**config.mk**
```make
export PLATFORM = sky130hd
export DESIGN_NAME = scd_clock_ctrl
export DESIGN_NICKNAME = d
export VERILOG_FILES = /design/src/design/scd_divider.v /design/src/design/scd_clock_ctrl.v
export VERILOG_INCLUDE_DIRS = /design/src /design/src/design
export SDC_FILE = /design/constraint.sdc
export NUM_CORES = 1
export LEC_CHECK = 0
export BUFFER_PORTS_ARGS = -buffer_cell sky130_fd_sc_hd__buf_2
export CAP_MARGIN = 25
export CORE_MARGIN = 5
export CORE_UTILIZATION = 50
export CTS_CLUSTER_SIZE = 12
export DETAILED_ROUTE_END_ITERATION = 8
export PLACE_DENSITY = 0.74
export SYNTH_ARGS = -nofsm -noshare
export SYNTH_HDL_FRONTEND = slang
export SYNTH_SLANG_ARGS = --single-unit
```
**constraint.sdc**
```tcl
create_clock -name CORE_CLK -period 3.35 [get_ports CORE_CLK]
set_input_delay 0.335 -clock CORE_CLK [delete_from_list [all_inputs] [get_ports CORE_CLK]]
set_output_delay 0.335 -clock CORE_CLK [all_outputs]
set_load 0.1 [all_outputs]
```
**src/design/scd_map.vh**
```
// Behaviour
// Clock configuration registers accept writes only while the unlock bit (bit 0 of the write-protect register) is 1.
// The low-speed on-chip oscillator runs while bit 1 of the oscillator control register is 0.
// When both external clock pin function bits are 1, the pins become crystal input and output and oscillation is on.
// Software waits for the crystal to stabilise before selecting it as the high-speed clock.
// Bit 6 of the system clock control register at 0 selects the crystal clock as the high-speed clock.
// The system clock is the base clock divided by the 8-bit divider value plus one.
// Bit 7 of the base clock stop control register at 1 selects the high-speed clock as the system base clock.
// A CPU division field of all zeros gives a CPU clock equal to the system clock.
// Bit 1 of the module standby register at 0 keeps the timer active and clocked.
// Software unlocks, starts the low-speed oscillator, enables the crystal, waits, selects clocks and dividers, then relocks.
// Writes to protected registers while locked are ignored and leave the contents unchanged.
`ifndef SCD_MAP_VH
`define SCD_MAP_VH
`define SCD_OFS_PROTECT 8'h00
`define SCD_OFS_OSC_CTRL 8'h04
`define SCD_OFS_EXT_CTRL 8'h08
`define SCD_OFS_SYS_CTRL 8'h0C
`define SCD_OFS_SYS_DIV 8'h10
`define SCD_OFS_BASE_CTRL 8'h14
`define SCD_OFS_STANDBY 8'h18
`define SCD_OFS_STATUS 8'h1C
`define SCD_RST_PROTECT 8'h00
`define SCD_RST_OSC_CTRL 8'h00
`define SCD_RST_EXT_CTRL 8'h00
`define SCD_RST_SYS_CTRL 8'h40
`define SCD_RST_SYS_DIV 8'h00
`define SCD_RST_BASE_CTRL 8'h00
`define SCD_RST_STANDBY 8'h02
`define SCD_BIT_UNLOCK 0
`define SCD_BIT_LOW_OSC_STOP 1
`define SCD_BIT_PIN_LO 0
`define SCD_BIT_PIN_HI 1
`define SCD_BIT_HS_SEL 6
`define SCD_BIT_BASE_SEL 7
`define SCD_BIT_TIMER_STBY 1
`define SCD_CPU_DIV_MSB 2
`define SCD_CPU_DIV_LSB 0
`define SCD_ADDR_LSB 2
`define SCD_ADDR_MSB 7
`define SCD_HTRANS_NONSEQ 2'h2
`endif

```
**src/design/scd_divider.v**
```verilog
`timescale 1ns/1ps
// Programmable enable divider: pulse once every (ratio+1) input enables
module scd_divider #(
  parameter WIDTH = 8
) (
  input wire clk,
  input wire rst_n,
  input wire in_en,
  input wire [WIDTH-1:0] ratio,
  output reg out_en
);
  reg [WIDTH-1:0] count;

  // Ratio zero passes every input enable; a shorter ratio takes effect at once
  always @(posedge clk or negedge rst_n) begin
    if (!rst_n) begin
      count <= {WIDTH{1'b0}};
      out_en <= 1'b0;
    end else begin
      out_en <= 1'b0;
      if (in_en) begin
        if (count >= ratio) begin
          count <= {WIDTH{1'b0}};
          out_en <= 1'b1;
        end else begin
          count <= count + {{(WIDTH-1){1'b0}}, 1'b1};
        end
      end
    end
  end
endmodule // scd_divider

```
**src/design/scd_clock_ctrl.v**
```verilog
`timescale 1ns/1ps
`include "scd_map.vh"
// Clock source selection, dividers and write protection, AHB-Lite slave
module scd_clock_ctrl (
  input wire CORE_CLK,
  input wire RST_B,
  input wire HSEL,
  input wire [7:0] HADDR,
  input wire [1:0] HTRANS,
  input wire HWRITE,
  input wire [2:0] HSIZE,
  input wire [31:0] HWDATA,
  input wire HREADY,
  output reg [31:0] HRDATA,
  output reg HREADYOUT,
  output reg HRESP,
  input wire HS_OSC_TICK,
  input wire XTAL_TICK,
  output reg LOW_OSC_RUN,
  output reg XTAL_OSC_EN,
  output reg CRYSTAL_INPUT_SEL,
  output reg CRYSTAL_OUTPUT_SEL,
  output reg SYS_CLK_EN,
  output reg CPU_CLK_EN,
  output reg TIMER_CLK_EN,
  output reg TIMER_ACTIVE
);
  reg rst_meta;
  reg rst_n;
  wire [1:0] osc_tick;
  wire [1:0] osc_rise;
  reg [7:0] protect;
  reg [7:0] osc_ctrl;
  reg [7:0] ext_ctrl;
  reg [7:0] sys_ctrl;
  reg [7:0] sys_div;
  reg [7:0] base_ctrl;
  reg [7:0] standby;
  reg wr_pend;
  reg [5:0] wr_idx;
  reg [2:0] cpu_count;
  wire clock_reg_write_unlock;
  wire high_speed_clock;
  wire system_base_clock;
  wire sys_tick;
  wire cpu_tick;
  wire [2:0] cpu_div;
  wire [7:0] status;
  reg [31:0] next_rdata;
  reg [7:0] next_protect;
  reg [7:0] next_osc_ctrl;
  reg [7:0] next_ext_ctrl;
  reg [7:0] next_sys_ctrl;
  reg [7:0] next_sys_div;
  reg [7:0] next_base_ctrl;
  reg [7:0] next_standby;
  wire [7:0] wr_addr;
  wire addr_ok;

  // Reset release through two flops; assertion stays asynchronous
  always @(posedge CORE_CLK or negedge RST_B) begin
    if (!RST_B) begin
      rst_meta <= 1'b0;
      rst_n <= 1'b0;
    end else begin
      rst_meta <= 1'b1;
      rst_n <= rst_meta;
    end
  end

  // Oscillator levels come from other domains: two flops, then two more of edge history
  assign osc_tick = {XTAL_TICK, HS_OSC_TICK};
  genvar src;
  generate
    for (src = 0; src < 2; src = src + 1) begin : g_tick_sync
      reg [3:0] stage;
      always @(posedge CORE_CLK or negedge rst_n) begin
        if (!rst_n) begin
          stage <= 4'h0;
        end else begin
          stage <= {stage[2:0], osc_tick[src]};
        end
      end
      // First stage feeds nothing but the second, so metastability stays contained
      assign osc_rise[src] = stage[2] & ~stage[3];
    end
  endgenerate

  assign clock_reg_write_unlock = protect[`SCD_BIT_UNLOCK];
  assign wr_addr = {wr_idx, 2'h0};
  // Crystal edges only count once its pins are in crystal mode
  assign high_speed_clock = sys_ctrl[`SCD_BIT_HS_SEL] ? osc_rise[0] :
    (osc_rise[1] & XTAL_OSC_EN);
  // Low-speed path is not modelled here; base select 0 holds the system clock
  assign system_base_clock = base_ctrl[`SCD_BIT_BASE_SEL] & high_speed_clock;
  assign cpu_div = sys_ctrl[`SCD_CPU_DIV_MSB:`SCD_CPU_DIV_LSB];
  assign addr_ok = (HADDR[1:0] == 2'b00) && (HADDR[7:5] == 3'b000);
  assign status = {5'h00, XTAL_OSC_EN, LOW_OSC_RUN, clock_reg_write_unlock};

  scd_divider #(
    .WIDTH(8)
  ) u_sys_div (
    .clk(CORE_CLK),
    .rst_n(rst_n),
    .in_en(system_base_clock),
    .ratio(sys_div),
    .out_en(sys_tick)
  );

  // CPU clock divides the system clock by 2^field, by 8 for any field of 3 or more; zero passes it through
  assign cpu_tick = sys_tick && (((cpu_count + 3'h1) & ((3'h1 << cpu_div) - 3'h1)) == 3'h0 ||
    cpu_div == 3'h0);

  always @(posedge CORE_CLK or negedge rst_n) begin
    if (!rst_n) begin
      cpu_count <= 3'h0;
    end else if (sys_tick) begin
      cpu_count <= cpu_count + 3'h1;
    end
  end

  // Bus address phase capture; one wait-free data phase per write
  always @(posedge CORE_CLK or negedge rst_n) begin
    if (!rst_n) begin
      wr_pend <= 1'b0;
      wr_idx <= 6'h00;
    end else if (HREADY) begin
      wr_pend <= HSEL && HWRITE && (HTRANS == `SCD_HTRANS_NONSEQ) && addr_ok;
      wr_idx <= HADDR[`SCD_ADDR_MSB:`SCD_ADDR_LSB];
    end
  end

  // Next register values; the protect register itself is always writable
  always @* begin
    next_protect = protect;
    next_osc_ctrl = osc_ctrl;
    next_ext_ctrl = ext_ctrl;
    next_sys_ctrl = sys_ctrl;
    next_sys_div = sys_div;
    next_base_ctrl = base_ctrl;
    next_standby = standby;
    if (wr_pend) begin
      if (wr_addr == `SCD_OFS_PROTECT) begin
        next_protect = HWDATA[7:0];
      end
      if (clock_reg_write_unlock) begin
        case (wr_addr)
          `SCD_OFS_OSC_CTRL: next_osc_ctrl = HWDATA[7:0];
          `SCD_OFS_EXT_CTRL: next_ext_ctrl = HWDATA[7:0];
          `SCD_OFS_SYS_CTRL: next_sys_ctrl = HWDATA[7:0];
          `SCD_OFS_SYS_DIV: next_sys_div = HWDATA[7:0];
          `SCD_OFS_BASE_CTRL: next_base_ctrl = HWDATA[7:0];
          default: ;
        endcase
      end
      // Module standby is not behind the protect gate
      if (wr_addr == `SCD_OFS_STANDBY) begin
        next_standby = HWDATA[7:0];
      end
    end
  end

  // Register update from the next values
  always @(posedge CORE_CLK or negedge rst_n) begin
    if (!rst_n) begin
      protect <= `SCD_RST_PROTECT;
      osc_ctrl <= `SCD_RST_OSC_CTRL;
      ext_ctrl <= `SCD_RST_EXT_CTRL;
      sys_ctrl <= `SCD_RST_SYS_CTRL;
      sys_div <= `SCD_RST_SYS_DIV;
      base_ctrl <= `SCD_RST_BASE_CTRL;
      standby <= `SCD_RST_STANDBY;
    end else begin
      protect <= next_protect;
      osc_ctrl <= next_osc_ctrl;
      ext_ctrl <= next_ext_ctrl;
      sys_ctrl <= next_sys_ctrl;
      sys_div <= next_sys_div;
      base_ctrl <= next_base_ctrl;
      standby <= next_standby;
    end
  end

  // Read mux on next values, so a read right behind a write to the same word sees the new data
  always @* begin
    next_rdata = 32'h00000000;
    case (HADDR)
      `SCD_OFS_PROTECT: next_rdata = {24'h000000, next_protect};
      `SCD_OFS_OSC_CTRL: next_rdata = {24'h000000, next_osc_ctrl};
      `SCD_OFS_EXT_CTRL: next_rdata = {24'h000000, next_ext_ctrl};
      `SCD_OFS_SYS_CTRL: next_rdata = {24'h000000, next_sys_ctrl};
      `SCD_OFS_SYS_DIV: next_rdata = {24'h000000, next_sys_div};
      `SCD_OFS_BASE_CTRL: next_rdata = {24'h000000, next_base_ctrl};
      `SCD_OFS_STANDBY: next_rdata = {24'h000000, next_standby};
      `SCD_OFS_STATUS: next_rdata = {24'h000000, status};
      default: next_rdata = 32'h00000000;
    endcase
  end

  // Read data registered at the address phase, ready in the data phase
  always @(posedge CORE_CLK or negedge rst_n) begin
    if (!rst_n) begin
      HRDATA <= 32'h00000000;
      HREADYOUT <= 1'b1;
      HRESP <= 1'b0;
    end else begin
      HREADYOUT <= 1'b1;
      HRESP <= 1'b0;
      if (HREADY && HSEL && !HWRITE && HTRANS == `SCD_HTRANS_NONSEQ) begin
        HRDATA <= next_rdata;
      end
    end
  end

  // Clock enables and pin controls, all registered
  always @(posedge CORE_CLK or negedge rst_n) begin
    if (!rst_n) begin
      LOW_OSC_RUN <= 1'b0;
      XTAL_OSC_EN <= 1'b0;
      CRYSTAL_INPUT_SEL <= 1'b0;
      CRYSTAL_OUTPUT_SEL <= 1'b0;
      SYS_CLK_EN <= 1'b0;
      CPU_CLK_EN <= 1'b0;
      TIMER_CLK_EN <= 1'b0;
      TIMER_ACTIVE <= 1'b0;
    end else begin
      LOW_OSC_RUN <= ~osc_ctrl[`SCD_BIT_LOW_OSC_STOP];
      XTAL_OSC_EN <= ext_ctrl[`SCD_BIT_PIN_LO] & ext_ctrl[`SCD_BIT_PIN_HI];
      CRYSTAL_INPUT_SEL <= ext_ctrl[`SCD_BIT_PIN_LO] & ext_ctrl[`SCD_BIT_PIN_HI];
      CRYSTAL_OUTPUT_SEL <= ext_ctrl[`SCD_BIT_PIN_LO] & ext_ctrl[`SCD_BIT_PIN_HI];
      SYS_CLK_EN <= sys_tick;
      CPU_CLK_EN <= cpu_tick;
      TIMER_CLK_EN <= sys_tick & ~standby[`SCD_BIT_TIMER_STBY];
      TIMER_ACTIVE <= ~standby[`SCD_BIT_TIMER_STBY];
    end
  end
endmodule // scd_clock_ctrl

```
# Yosys cells after proc, flatten, opt, wreduce, memory -nomap -nowiden
# Cells that the tools add are included.
dict set report word_totals {
  output_inout_bits 42
  reg_bits 123
  input_bits 52
}
dict set report op_classes {
  reduce_logical 16
  order_cmp 1
  add_sub_neg 3
  n_bitwise 11
  mux 24
  eq_ne 14
  shifts 1
}
# op count
set op_table {}
lappend op_table {{$mux W8} 20}
lappend op_table {{$pmux W8 S8} 1}
lappend op_table {{$eq A8 B5 Y1 const B} 4}
lappend op_table {{$eq A6 B3 Y1 const B} 3}
lappend op_table {{$eq A8 B4 Y1 const B} 2}
lappend op_table {{$logic_not A8 Y1} 2}
lappend op_table {{$eq A6 B2 Y1 const B} 2}
lappend op_table {{$logic_not A3 Y1} 3}
lappend op_table {{$add A8 B1 Y8 const B} 1}
lappend op_table {{$eq A8 B3 Y1 const B} 1}
lappend op_table {{$ge A8 B8 Y1} 1}
lappend op_table {{$logic_and A1 B1 Y1} 8}
lappend op_table {{$and A1 B1 Y1} 6}
lappend op_table {{$eq A6 B1 Y1 const B} 1}
lappend op_table {{$not A1 Y1} 4}
lappend op_table {{$add A3 B1 Y3 const B} 1}
lappend op_table {{$and A3 B3 Y3} 1}
lappend op_table {{$mux W1} 3}
lappend op_table {{$shl A1 B3 Y3 const A} 1}
lappend op_table {{$sub A3 B1 Y3 const B} 1}
lappend op_table {{$eq A2 B2 Y1 const B} 1}
lappend op_table {{$logic_not A2 Y1} 1}
lappend op_table {{$logic_not A1 Y1} 1}
lappend op_table {{$logic_or A1 B1 Y1} 1}

# Depth between registers and ports, before layout
dict set report depth {
  word_depth 6
  depth_mapped 9
  ltp_nobuf 8
}

# Modules after synthesis
# From an unflattened synthesis, not the netlist that was laid out.
dict set report unflattened {
  cells_unflattened 433
  area_unflattened_um2 4879.7
}
# mod cells_per_inst area_per_inst_um2 instances
set by_module_without_submodules {}
lappend by_module_without_submodules {scd_clock_ctrl 362 4257.8 1}
lappend by_module_without_submodules {scd_divider 71 621.8 1}

# Worst setup path after synthesis
# Ideal clock, no wire load.
dict set report synth_path {
  path_kind {flip-flop to flip-flop}
  start {reg wr_idx[5]}
  end {reg HRDATA[2]}
  slack_ns 1.125
  setup_time_ns 0.135
  t_arrival_ns 2.090
  t_required_ns 3.215
  stages_incl_launch_ff 8
  period_less_slack_ns 2.225
  cell_sequence {dfrtp_1 nor4b_1 and4b_1 buf_2 mux2_1 a221o_1 a211oi_2 a32oi_1}
}
# element line_no
set synth_rtl {}
lappend synth_rtl {{from (decl)} scd_clock_ctrl.v:40} ;# reg [5:0] wr_idx;
lappend synth_rtl {{from (signal assigned)} scd_clock_ctrl.v:129} ;# wr_idx <= HADDR[`SCD_ADDR_MSB:`SCD_ADDR_LSB];
lappend synth_rtl {{$eq A6 B3 Y1 (no line)} n/a}
lappend synth_rtl {{$mux W8} scd_clock_ctrl.v:157} ;# if (wr_addr == `SCD_OFS_STANDBY) begin
lappend synth_rtl {{$mux W8} scd_clock_ctrl.v:142} ;# if (wr_pend) begin
lappend synth_rtl {{named net next_standby[2]} scd_clock_ctrl.v:56} ;# reg [7:0] next_standby;
lappend synth_rtl {{$pmux W8 S8} scd_clock_ctrl.v:187} ;# case (HADDR)
lappend synth_rtl {{to (signal assigned)} scd_clock_ctrl.v:210} ;# HRDATA <= next_rdata;
lappend synth_rtl {{to (decl)} scd_clock_ctrl.v:14} ;# output reg [31:0] HRDATA,
# The timed path passes the listed nets, and every way through them passes these cells.
# A chain may end at the register's enable or synchronous reset.

# Worst setup path in the final report
# Ends and elaborated chain as after synthesis.

==> qor.yml <==
status: "completed"
io_buffer_count: 40
grt_usage_pct: 19.0
min_from: "HS_OSC_TICK"
clock_sinks: 99
fp-row-count: 35
p_per_area_mw_per_mm2: 472
drive_gt1_share_pct: 28.2
ys_ff_latch: 99
achievable-frequency_ghz: 0.373
finClkSkew_ns: 0.00977
crit_start: "wr_idx[5]"
drc: 0
first_pass_iters: 4
critPathKind: "reg -> reg"
slew_headroom_pct: 43.5
gp_congestion: 0.868
vias: 3259
final_util_pct: 56.2
synth_cells: 401
crit_required_ns: 3.58
synth_top_area_share_pct: 51.3
synth_top_area_cell: "dfrtp_1"
root_buffer: "clkbuf_8"
slew_violations: 0
async_reset_ff_share_pct: 100
maxCapViolations: 0
postCtsSetupRepairBufs: 0
path_clk_slew_ns: 0.10
numCtsBuffers: 9
hold_class: "in -> reg"
critical-path-max-stage-delay_ns: 0.45
synth_edf_count: 0
cp_cell_sequence: "nor4b_1, and4b_1, buf_4, mux2_1, a221o_1, a211oi_2, a32oi_1"
htreeDepth: 3
total_leakage_power_nw: 2.50
area_growth_pct: 9.74
dp_hpwl_mm: 7.57
grt_overflow: 0
grt_pass1_vias: 3380
fill_cells: 790
fin_setup_tns_ns: 0
cts_max_path_buffers: 2
drtIter0Drc: 173
worst_ep_arrival_time_ns: 2.92
nets: 504
rsz0062_at_grt: "no"
die_height_um: 107
synth_area_mm2: 0.00473
start_util_pct: 51.2
setup-violations-final: 0
avgSynthCellArea_um2: 11.8
core_region_area_mm2: 0.00924
die_w_um: 107
cts_tree: "yes"
synthFlopType: "dfrtp_1"
seq_area_frac_synth_pct: 52.4
clkLatencyLatePin_ns: 0.36
cp_max_fo: 5
grt_max_degree: 52
p_total_mw: 2.45
yosysWarnings: 0
antenna_found_initial: 0
cp-start-kind: "flip-flop"
rr_startpoint: "wr_idx[5]"
viasPerCell: 5.66
netlist_top_cells_area: "dfrtp_1, mux2_2, buf_4, ha_1, nand2_1"
die_area_mm2: 0.0115
ios: 94
routed_wl_mm: 10.4
netlist-cell-type-count: 58
period_share_pct: 80.1
peakVddDrop_mv: 0.281
worstMarginPinSlew_ns: 0.835
diodes: 0
grt_pass1_wl_mm: 17.0
cp-end-kind: "flip-flop"
wl_per_cell_um: 18.1
ant_nets: 0
cp_slowest_cell: "dfrtp_1"
period_minus_slack_ns: 2.68
finalHoldViolCount: 0
cell type report:
type | instances | area, µm² | share of cell area [%]
repair buffers | 48 | 263 | 5.06
clock inverters | 6 | 65.1 | 1.25
flip-flops and latches | 99 | 2480 | 47.9
clock buffers | 10 | 138 | 2.65
well taps | 129 | 161 | 3.11
inverters | 20 | 75.1 | 1.45
multi-input cells | 264 | 2000 | 38.6
timing repair:
action                                  in CTS  in global routing
endpoints found under the hold margin        2                  0
hold buffers                                 1                  0
endpoints found under the setup margin       0                  0
gates resized for setup                      0                  0
cell usage after synthesis (2+ instances only):
library cell,number
xnor2_1,3
dfstp_2,2
a21oi_1,4
o21ai_0,20
a32o_1,5
mux2i_1,5
a32oi_1,7
nand3b_1,2
a21bo_2,2
o22ai_1,2
and2_1,7
a21o_1,2
nor3_1,2
xor2_1,4
mux2_4,3
o221ai_1,3
buf_2,3
dfrtp_1,97
and3_1,9
nor4b_1,4
nor2_1,13
ha_1,10
a22oi_1,5
a21boi_0,2
buf_1,2
nand2_1,32
and4b_1,2
buf_4,28
nor2b_1,4
nor4_2,2
conb_1,2
mux2_2,46
inv_1,20
nand4_1,3
or3_1,2
a221oi_1,9
nand3_1,3
clkbuf_1,10
stage by stage:
stage	hold WS [ns]	setup slack, ns	instance area (µm²)	std cells
detailed placement	0.122	0.724	4980	559
global placement	0.119	0.797	4980	559
finish	0.0766	0.666	5190	576
floorplan	0.0394	0.392	4820	426
global route	0.0689	0.615	5190	576
CTS	0.0587	0.692	5190	576
where the power goes:
part | total [mW] | leakage, nW | switching, mW | internal (mW)
clock network | 0.770 | 0.102 | 0.405 | 0.365
logic | 0.352 | 1.18 | 0.258 | 0.0936
registers | 1.33 | 1.22 | 0.0671 | 1.26
layout by cell type (no fill, tap or decap), drive strengths merged, types with 4 or more instances in the layout:
cell type / synthesis / routed
a21oi: 4 / 4
a221oi: 9 / 9
a22oi: 5 / 5
a32o: 5 / 5
a32oi: 7 / 7
and2: 8 / 8
and3: 9 / 9
buf: 33 / 47
clkbuf: 10 / 10
clkinv: 0 / 4
conb: 2 / 27
dfrtp: 97 / 97
ha: 10 / 10
inv: 20 / 20
mux2: 50 / 50
mux2i: 5 / 5
nand2: 33 / 33
nand4: 4 / 4
nor2: 13 / 13
nor2b: 4 / 4
nor4b: 6 / 6
o21ai: 20 / 20
xor2: 4 / 4
per-layer routing:
metal,global-route usage (%),vias to the layer above,share of wire (%)
met2,30.7,109,51
met1,25.1,1665,42
met3,4.44,15,6.1
met4,6.76,0,1.6
li1,-,1470,-
met5,0,-,0
sequential cells by signal (all words and copies together) (netlist names), 3 cells and up:
register and count:
wr_idx 6, protect 8, standby 8, base_ctrl 8
u_sys_div.count 8, g_tick_sync.stage 8, osc_ctrl 8, sys_ctrl 8
ext_ctrl 8, sys_div 8, cpu_count 3, HRDATA 8
final timing paths:
kind / end / slack (ns) / depth (start not counted)
min in group asynchronous: rst_n / 0.28 / 2
max: HRDATA[2] / 0.67 / 7
max in group asynchronous: standby[1] / 2.12 / 1
min: g_tick_sync[0].stage[0] / 0.08 / 1
min reg2reg: g_tick_sync[0].stage[2] / 0.36 / 0
max reg2reg: HRDATA[2] / 0.67 / 7
cells by family after synthesis:
logic type / after synthesis / share of synthesized area, %
AO/OA/AOI/OAI: 71 / 11.2
XOR/XNOR: 7 / 1.30
adder cells (fa/ha/maj): 10 / 2.65
buffers and inverters: 63 / 7.30
flip-flops: 99 / 52.4
multiplexers: 55 / 13.2
other: 2 / 0.159
AND/OR/NAND/NOR: 94 / 11.8
worst max-delay path: cells and delay by family (launching register included):
kind / cells / cell delay, ns
AOI/OAI and AO/OA: 3 / 0.67
buffers and inverters: 1 / 0.23
DFF: 1 / 0.45
muxes: 1 / 0.36
and+or+nand+nor: 2 / 0.85
No activity file was read; power rests on OpenSTA's default activity.
